### src/eep_pkg.sv
// Constants and types shared by the data EEPROM row programmer
// How it works
// - Read mode serves EEPROM reads from the array
// - Write mode stores bytes into 32 latches
// - Setting program start commits all latched bytes
// - Row comes from the last latched write
// - Program start reads 1 until cycle ends
// - Cycle end also clears latch access bit
// - A control write clears latch access only while program start clear
// - Rewriting a latch stores the bitwise AND
// - Latches clear at cycle end and access fall
// - Latched bytes are never readable
// - Control bits 7:2 read zero, ignore writes
// - Control register at 0020h, resets to 00h
package eep_pkg;
  // Register byte addresses on the bus
  localparam logic [11:0] EEP_CTRL_OFF = 12'h020;
  localparam logic [11:0] EEP_STAT_OFF = 12'h024;
  localparam logic [11:0] EEP_MASK_OFF = 12'h028;
  localparam logic [11:0] EEP_ARR_BASE = 12'h400;
  localparam logic [11:0] EEP_ARR_LAST = 12'h7fc;
  // Control register fields and reset value
  localparam int EEP_GO_BIT = 0;
  localparam int EEP_LATCH_BIT = 1;
  localparam logic [7:0] EEP_CTRL_RST = 8'h00;
  // Status and mask layout
  localparam int EEP_DONE_BIT = 0;
  localparam logic EEP_STAT_RST = 1'b0;
  localparam logic EEP_MASK_RST = 1'b0;
  // Array geometry
  localparam int EEP_NUM_LATCH = 32;
  localparam int EEP_ADDR_W = 8;
  localparam logic [4:0] EEP_LAST_COL = 5'h1f;
  // Default programming time in clock cycles
  localparam int EEP_PROG_CYCLES_DEF = 64;
  // Programming sequence states, Gray coded
  typedef enum logic [1:0] {
    EEP_IDLE = 2'b00,
    EEP_WAIT = 2'b01,
    EEP_COMMIT = 2'b11
  } eep_state_t;
endpackage : eep_pkg

### src/eep_array.sv
// Data EEPROM cell array with registered read port
`timescale 1ns/1ps
module eep_array (
  // Clock
  input wire logic i_clk,
  input wire logic i_arst_n,
  // Commit port
  input wire logic i_we,
  input wire logic [7:0] i_waddr,
  input wire logic [7:0] i_wdata,
  // Read port
  input wire logic [7:0] i_raddr,
  output logic [7:0] o_rdata
);
  logic [7:0] mem_r [256];
  logic [7:0] rdata_r;

  // Cell writes during commit
  always_ff @(posedge i_clk) begin
    if (i_we) begin
      mem_r[i_waddr] <= i_wdata;
    end
  end

  // Registered read data
  always_ff @(posedge i_clk or negedge i_arst_n) begin
    if (!i_arst_n) begin
      rdata_r <= 8'h00;
    end else begin
      rdata_r <= mem_r[i_raddr];
    end
  end

  assign o_rdata = rdata_r;
endmodule : eep_array

### src/eep_row_programmer.sv
// Data EEPROM row programmer with APB register and array access
`timescale 1ns/1ps
module eep_row_programmer
  import eep_pkg::*;
#(
  parameter int PROG_CYCLES = EEP_PROG_CYCLES_DEF
) (
  // Clock and reset
  input wire logic I_CLK,
  input wire logic I_ARST_N,
  // APB slave
  input wire logic I_PSEL,
  input wire logic I_PENABLE,
  input wire logic I_PWRITE,
  input wire logic [11:0] I_PADDR,
  input wire logic [31:0] I_PWDATA,
  input wire logic [3:0] I_PSTRB,
  output logic [31:0] O_PRDATA,
  output logic O_PREADY,
  output logic O_PSLVERR,
  // Interrupt
  output logic O_IRQ
);
  // Control state
  eep_state_t state_r, state_nxt;
  logic [15:0] cnt_r, cnt_nxt;
  logic [4:0] col_r, col_nxt;
  logic [2:0] row_r, row_nxt;
  logic latch_r, latch_nxt;
  logic go_r, go_nxt;
  logic done_r, done_nxt;
  logic mask_r, mask_nxt;
  logic [7:0] lat_data_r [EEP_NUM_LATCH];
  logic [7:0] lat_data_nxt [EEP_NUM_LATCH];
  logic [EEP_NUM_LATCH-1:0] lat_vld_r, lat_vld_nxt;
  // Bus decode
  logic acc, wr, rd, is_ctrl, is_stat, is_mask, is_arr, mapped;
  logic [7:0] idx;
  logic [7:0] mem_rdata;
  logic mem_we;
  logic done_evt;

  localparam logic [15:0] LAST_CNT = 16'(PROG_CYCLES - 1);

  // Address decode; every access finishes with no wait state
  always_comb begin
    acc = I_PSEL && I_PENABLE;
    wr = acc && I_PWRITE;
    rd = acc && !I_PWRITE;
    idx = I_PADDR[9:2];
    is_ctrl = 1'b0;
    is_stat = 1'b0;
    is_mask = 1'b0;
    is_arr = 1'b0;
    if (I_PADDR == EEP_CTRL_OFF) begin
      is_ctrl = 1'b1;
    end else if (I_PADDR == EEP_STAT_OFF) begin
      is_stat = 1'b1;
    end else if (I_PADDR == EEP_MASK_OFF) begin
      is_mask = 1'b1;
    end else if (I_PADDR >= EEP_ARR_BASE && I_PADDR <= EEP_ARR_LAST
                 && I_PADDR[1:0] == 2'b00) begin
      is_arr = 1'b1;
    end
    mapped = is_ctrl || is_stat || is_mask || is_arr;
  end

  assign O_PREADY = 1'b1;
  assign O_PSLVERR = acc && !mapped;

  // Read mux; array data is the registered cell word, never a latch
  always_comb begin
    O_PRDATA = 32'h0000_0000;
    if (rd && is_ctrl) begin
      O_PRDATA = {30'h0000_0000, latch_r, go_r};
    end else if (rd && is_stat) begin
      O_PRDATA = {31'h0000_0000, done_r};
    end else if (rd && is_mask) begin
      O_PRDATA = {31'h0000_0000, mask_r};
    end else if (rd && is_arr) begin
      O_PRDATA = {24'h00_0000, mem_rdata};
    end
  end

  // Next state of control, latches and programming sequence
  always_comb begin
    state_nxt = state_r;
    cnt_nxt = cnt_r;
    col_nxt = col_r;
    row_nxt = row_r;
    latch_nxt = latch_r;
    go_nxt = go_r;
    mask_nxt = mask_r;
    lat_data_nxt = lat_data_r;
    lat_vld_nxt = lat_vld_r;
    mem_we = 1'b0;
    done_evt = 1'b0;
    // Control register write
    if (wr && is_ctrl && I_PSTRB[0]) begin
      if (I_PWDATA[EEP_GO_BIT] && !go_r) begin
        go_nxt = 1'b1;
        state_nxt = EEP_WAIT;
        cnt_nxt = 16'h0000;
      end else if (!I_PWDATA[EEP_GO_BIT] && go_r) begin
        go_nxt = 1'b0; // Early clear aborts, cells left as they are
        state_nxt = EEP_IDLE;
      end
      if (I_PWDATA[EEP_LATCH_BIT]) begin
        latch_nxt = 1'b1;
      end else if (!go_r) begin
        latch_nxt = 1'b0;
      end
    end
    if (wr && is_mask && I_PSTRB[0]) begin
      mask_nxt = I_PWDATA[EEP_DONE_BIT];
    end
    // Store into the latch picked by the low address bits
    if (wr && is_arr && I_PSTRB[0] && latch_r && !go_r) begin
      if (lat_vld_r[idx[4:0]]) begin
        lat_data_nxt[idx[4:0]] = lat_data_r[idx[4:0]] & I_PWDATA[7:0];
      end else begin
        lat_data_nxt[idx[4:0]] = I_PWDATA[7:0];
      end
      lat_vld_nxt[idx[4:0]] = 1'b1;
      row_nxt = idx[7:5];
    end
    // Programming sequence
    case (state_r)
      EEP_WAIT: begin
        cnt_nxt = cnt_r + 16'h0001;
        if (cnt_r == LAST_CNT) begin
          state_nxt = EEP_COMMIT;
          col_nxt = 5'h00;
        end
      end
      EEP_COMMIT: begin
        mem_we = lat_vld_r[col_r];
        col_nxt = col_r + 5'h01;
        if (col_r == EEP_LAST_COL) begin
          state_nxt = EEP_IDLE;
          go_nxt = 1'b0;
          latch_nxt = 1'b0;
          done_evt = 1'b1;
        end
      end
      default: begin
      end
    endcase
    // Latches empty at cycle end and on every fall of latch access
    if (latch_r && !latch_nxt) begin
      lat_vld_nxt = '0;
      for (int i = 0; i < EEP_NUM_LATCH; i++) begin
        lat_data_nxt[i] = 8'hff;
      end
    end
  end

  // Sticky done flag, a new event wins over a write-one clear
  always_comb begin
    done_nxt = done_r;
    if (wr && is_stat && I_PSTRB[0] && I_PWDATA[EEP_DONE_BIT]) begin
      done_nxt = 1'b0;
    end
    if (done_evt) begin
      done_nxt = 1'b1;
    end
  end

  // State registers
  always_ff @(posedge I_CLK or negedge I_ARST_N) begin
    if (!I_ARST_N) begin
      state_r <= EEP_IDLE;
      cnt_r <= 16'h0000;
      col_r <= 5'h00;
      row_r <= 3'h0;
      latch_r <= EEP_CTRL_RST[EEP_LATCH_BIT];
      go_r <= EEP_CTRL_RST[EEP_GO_BIT];
      done_r <= EEP_STAT_RST;
      mask_r <= EEP_MASK_RST;
      lat_vld_r <= '0;
      for (int i = 0; i < EEP_NUM_LATCH; i++) begin
        lat_data_r[i] <= 8'hff;
      end
    end else begin
      state_r <= state_nxt;
      cnt_r <= cnt_nxt;
      col_r <= col_nxt;
      row_r <= row_nxt;
      latch_r <= latch_nxt;
      go_r <= go_nxt;
      done_r <= done_nxt;
      mask_r <= mask_nxt;
      lat_vld_r <= lat_vld_nxt;
      lat_data_r <= lat_data_nxt;
    end
  end

  assign O_IRQ = done_r && mask_r;

  // Cell array; read address taken from the setup phase
  eep_array u_array (
    .i_clk(I_CLK),
    .i_arst_n(I_ARST_N),
    .i_we(mem_we),
    .i_waddr({row_r, col_r}),
    .i_wdata(lat_data_r[col_r]),
    .i_raddr(idx),
    .o_rdata(mem_rdata)
  );

  logic [7:0] old_lat;
  assign old_lat = lat_data_r[idx[4:0]];

  // Cycles spent with program start set, for the length check
  localparam logic [15:0] BUSY_CNT = 16'(PROG_CYCLES + EEP_NUM_LATCH);
  logic [15:0] busy_cnt_r, busy_cnt_nxt;
  always_comb begin
    busy_cnt_nxt = 16'h0000;
    if (go_r) begin
      busy_cnt_nxt = busy_cnt_r + 16'h0001;
    end
  end
  // Busy counter register
  always_ff @(posedge I_CLK or negedge I_ARST_N) begin
    if (!I_ARST_N) begin
      busy_cnt_r <= 16'h0000;
    end else begin
      busy_cnt_r <= busy_cnt_nxt;
    end
  end
endmodule : eep_row_programmer

### config.mk
export PLATFORM = sky130hd
export DESIGN_NAME = eep_row_programmer
export DESIGN_NICKNAME = d
export VERILOG_FILES = /design/src/eep_pkg.sv /design/src/eep_array.sv /design/src/eep_row_programmer.sv
export SDC_FILE = /design/constraint.sdc
export NUM_CORES = 2
export LEC_CHECK = 0
export ABC_CLOCK_PERIOD_IN_PS = 5250
export BUFFER_PORTS_ARGS = -buffer_cell sky130_fd_sc_hd__buf_2
export CAP_MARGIN = 0
export CORE_MARGIN = 10
export CORE_UTILIZATION = 30
export CTS_CLUSTER_SIZE = 40
export DETAILED_ROUTE_END_ITERATION = 16
export PLACE_DENSITY = 0.5
export SLEW_MARGIN = 5
export SYNTH_ARGS = -nofsm -noshare
export SYNTH_HDL_FRONTEND = slang
export SYNTH_HIERARCHICAL = 1
export SYNTH_SLANG_ARGS = --single-unit
### constraint.sdc
create_clock -name I_CLK -period 5.25 [get_ports I_CLK]
set_clock_uncertainty 0.2 [all_clocks]
set_input_delay 0.7875 -clock I_CLK [delete_from_list [all_inputs] [get_ports I_CLK]]
set_output_delay 0.7875 -clock I_CLK [all_outputs]
set_load 0.05 [all_outputs]
==> impl_metrics.ini <==
[clocking]
clock_sink_count = 2374
postCtsResizedCells = 0
cts_tree = built
cts-root-to-sink-buffers = 4
worst_setup_hold_path_clk_slew_ns = 0.06
cts.hold.buffers_added = 3
cts_root_buf = clkbuf_16
post-cts-setup-buffer-count = 0
htree_num_levels = 4
cts_buf_count = 249
clock_insertion_delay_worst_skew_ns = 0.92

[place]
routabilityCongestion = 0.815
numPortBuffers = 35
place_worst_setup_slack_ns = 0.183
detailed_place_hpwl_um = 172000

[run]
drv_cap = 0

[routing]
final_routed_wirelength_across_all_metal_layers_um = 275000
number_of_vias_after_detailed_routing = 53000
routed_via_density = 5.18
routedWlPerCell_um = 26.8
drt_pre_antenna_iters = 6
detail-route-antenna-nets = 0
initialDrtViolationCount = 4817
post-route-drc-count = 0

[sta]
clock.fmax_mhz = 229
setup_ws_ns = 0.879
drv_slew = 0
setup_violations = 0
hold_viol_final = 0
max_slew_margin_pct = 19.5
tightestPinTransition_ns = 1.20
layout_worst_path_cycle_share_pct = 83.3
grt_setup_unrepaired = false
final_period_minus_worst_setup_slack_ns = 4.37
fin_setup_tns_ns = 0

[final_layout]
ff_latch_area_um2 = 70000
most-common-layout-cells = 2,048 x edfxtp_1, 534 x mux4_2, 391 x nand2_1, 315 x nor2_1, 293 x buf_4
layout-drive-gt1-share_pct = 31.1
multiInputGateArea_um2 = 27000
leading_cell_type_in_the_layout_fill_and_taps_excluded = edfxtp_1
area_delta_synth_final_pct = 14.5
num-nets-final = 5730
n_fill_cell = 30900

[floorplanning]
initial_utilization_pct = 30.1
floorplan.die.height_um = 596
die_w_um = 596
floorplan.die_area_um2 = 355000
top_level_ports = 88
rows = 211
floorplan.core_area_um2 = 330000

[worst_setup_path]
worst_path_dominant_cell_family = multiplexers
worstReg2RegStart = col_r[0]
worstSetupPathType = flop to flop
cp_slowest_cell = dfrtp_4
cp-end-kind = flop
setup.worst_path.start_class = flop
worstPathMaxFanout = 63
r2r_endpoint = u_array/mem_r[106][5]
rr_worst_depth = 5
worst-endpoint-arrival_ns = 4.72
worstPathRequired_ns = 5.60
crit_path_cell_trace = buf_12 -> mux4_2 -> mux4_2 -> mux2_8 -> buf_12
critical_path_max_stage_delay_ns = 1.00
worstPathBufferInverterCount = 2
setup.reg_to_reg.worst_slack_ns = 0.88

[synth]
ys_async_sr_fraction_pct = 13.7
ys_warn_count = 6
synth_top_area_share_pct = 61.9
ys_dominant_reg_cell = edfxtp_1
yosysSeqAreaShare_pct = 70.4
postSynthRegisterBits = 2374
post_synth_inst_count = 5443
synth_top_cells_by_area = edfxtp_1 62%, mux4_2 12%, dfstp_2 6.8%
synth_area_um2 = 99400
netlist.top_cell.by_area = edfxtp_1
ys_types = 82
syn_avg_cell_area_um2 = 18.3
synth_enable_flop_cells = 2048

[power]
total_power_mw = 41.0
p_leak_nw = 33.0
powerDensity_nw_per_um2 = 361
irDropWorstVdd_v = 0.000309

[min_path]
worst_hold_startpoint = I_PWDATA[4]
hold_end = lat_data_r[236]
holdPathStages = 4
hold_path.class = input pin to flop

[grt]
first_global_vias = 53800
grt_start_max_net_pins = 125
grt_antenna_before_repair = 12
grt_remaining_overflow = 0
grt_first_pass_wirelength_um = 397000
global_route.usage.total_pct = 14.9

[run_status]
run_status = completed
==> per-stage QoR <==
stage | hold slack (ns) | instances | util (%) | area (um2)
3_3_place_gp | 0.280 | 9786 | 32.0 | 106000
2_1_floorplan | 0.246 | 5466 | - | 99500
4_1_cts | 0.0935 | 10200 | 34.4 | 114000
5_1_grt | 0.128 | 10200 | 34.5 | 114000
6_report | 0.167 | 10200 | 34.5 | 114000
3_5_place_dp | 0.283 | 9786 | 32.0 | 106000
==> worst max-delay path by stage <==
stage | startpoint | endpoint | slack [ns] | cells past startpoint
after floorplan | col_r[0] | u_array/mem_r[0][0] | 0.80 | 5
after global placement | I_PADDR[2] | u_array/o_rdata[0] | 0.1 | 10
after detailed placement | I_PADDR[2] | u_array/o_rdata[0] | 0.18 | 10
after CTS | col_r[0] | u_array/mem_r[97][1] | 0.92 | 5
after global routing | col_r[0] | u_array/mem_r[106][0] | 0.79 | 5
final | col_r[0] | u_array/mem_r[106][5] | 0.88 | 5
==> state kept, by name (all words and copies together), names as in the netlist <==
| signal | count |
|---|---|
| cnt_r | 16 |
| col_r | 5 |
| done_r | 1 |
| go_r | 1 |
| lat_data_r | 256 |
| lat_vld_r | 32 |
| latch_r | 1 |
| mask_r | 1 |
| row_r | 3 |
| state_r | 2 |
| u_array/mem_r | 2048 |
| u_array/o_rdata | 8 |
==> kinds of logic (layout without fill, tap and decap cells) <==
family                   Yosys count  after routing  synth area share (%)
AND/OR/NAND/NOR                  991            991                  4.61
other                              2             33               0.00755
buffers and inverters            427            836                  2.76
flip-flops                      2374           2374                  70.4
AO/OA/AOI/OAI                    775            775                  6.64
multiplexers                     868            868                  15.5
XOR/XNOR                           3              3                0.0264
adder cells (fa/ha/maj)            3              3                0.0378
==> layer usage <==
metal	part of all wire [%]	track usage, %
met1	44	21.0
met4	2.9	4.08
met5	0	0
met3	5.6	2.60
met2	47	23.9
==> cell type report <==
| class | count | area share (%) |
|---|---|---|
| clock buffers | 306 | 5.80 |
| inverters | 9 | 0.0297 |
| multi-input cells | 2665 | 23.7 |
| flip-flops and latches | 2374 | 61.5 |
| repair buffers | 375 | 2.95 |
| diodes | 8 | 0.0176 |
| clock inverters | 146 | 1.21 |
| well taps | 4366 | 4.80 |
==> synthesized netlist by cell type, types with 6 or more instances <==
| cell type | n |
|---|---|
| a211oi_1 | 10 |
| nand3_1 | 61 |
| mux2_2 | 43 |
| nand4_1 | 29 |
| nand2_1 | 391 |
| and3b_1 | 6 |
| clkbuf_1 | 152 |
| buf_8 | 11 |
| nor2b_1 | 34 |
| o22ai_1 | 104 |
| nor3_1 | 22 |
| buf_4 | 52 |
| or4_4 | 9 |
| inv_1 | 8 |
| buf_6 | 61 |
| buf_12 | 15 |
| o21ai_0 | 31 |
| nor2_1 | 319 |
| a21oi_1 | 115 |
| dfstp_2 | 256 |
| dfrtp_1 | 70 |
| mux4_2 | 534 |
| a31oi_1 | 19 |
| or4_1 | 11 |
| o221ai_1 | 36 |
| nand2b_1 | 13 |
| a22o_1 | 21 |
| buf_1 | 27 |
| o211ai_1 | 62 |
| nor4_1 | 20 |
| mux2i_1 | 290 |
| and2_1 | 20 |
| buf_2 | 97 |
| a221oi_1 | 21 |
| o21ai_1 | 13 |
| o2111ai_1 | 7 |
| a22oi_1 | 95 |
| and3_1 | 9 |
| nor4_2 | 7 |
| edfxtp_1 | 2048 |
| o41ai_4 | 8 |
| o211ai_2 | 195 |
==> worst register-to-register path, stage by stage, from the launching register on <==
cell and delay (ns):
dfrtp_4 1.00, buf_12 0.48, mux4_2 0.67, mux4_2 0.61, mux2_8 0.49, buf_12 0.42
==> where the power goes <==
group | internal (mW) | total (mW) | switching (mW)
combinational | 0.950 | 2.79 | 1.84
clock | 10.1 | 17.5 | 7.40
sequential | 20.4 | 20.8 | 0.381
total | 31.4 | 41.0 | 9.62
(Power assumes the default switching activity.)
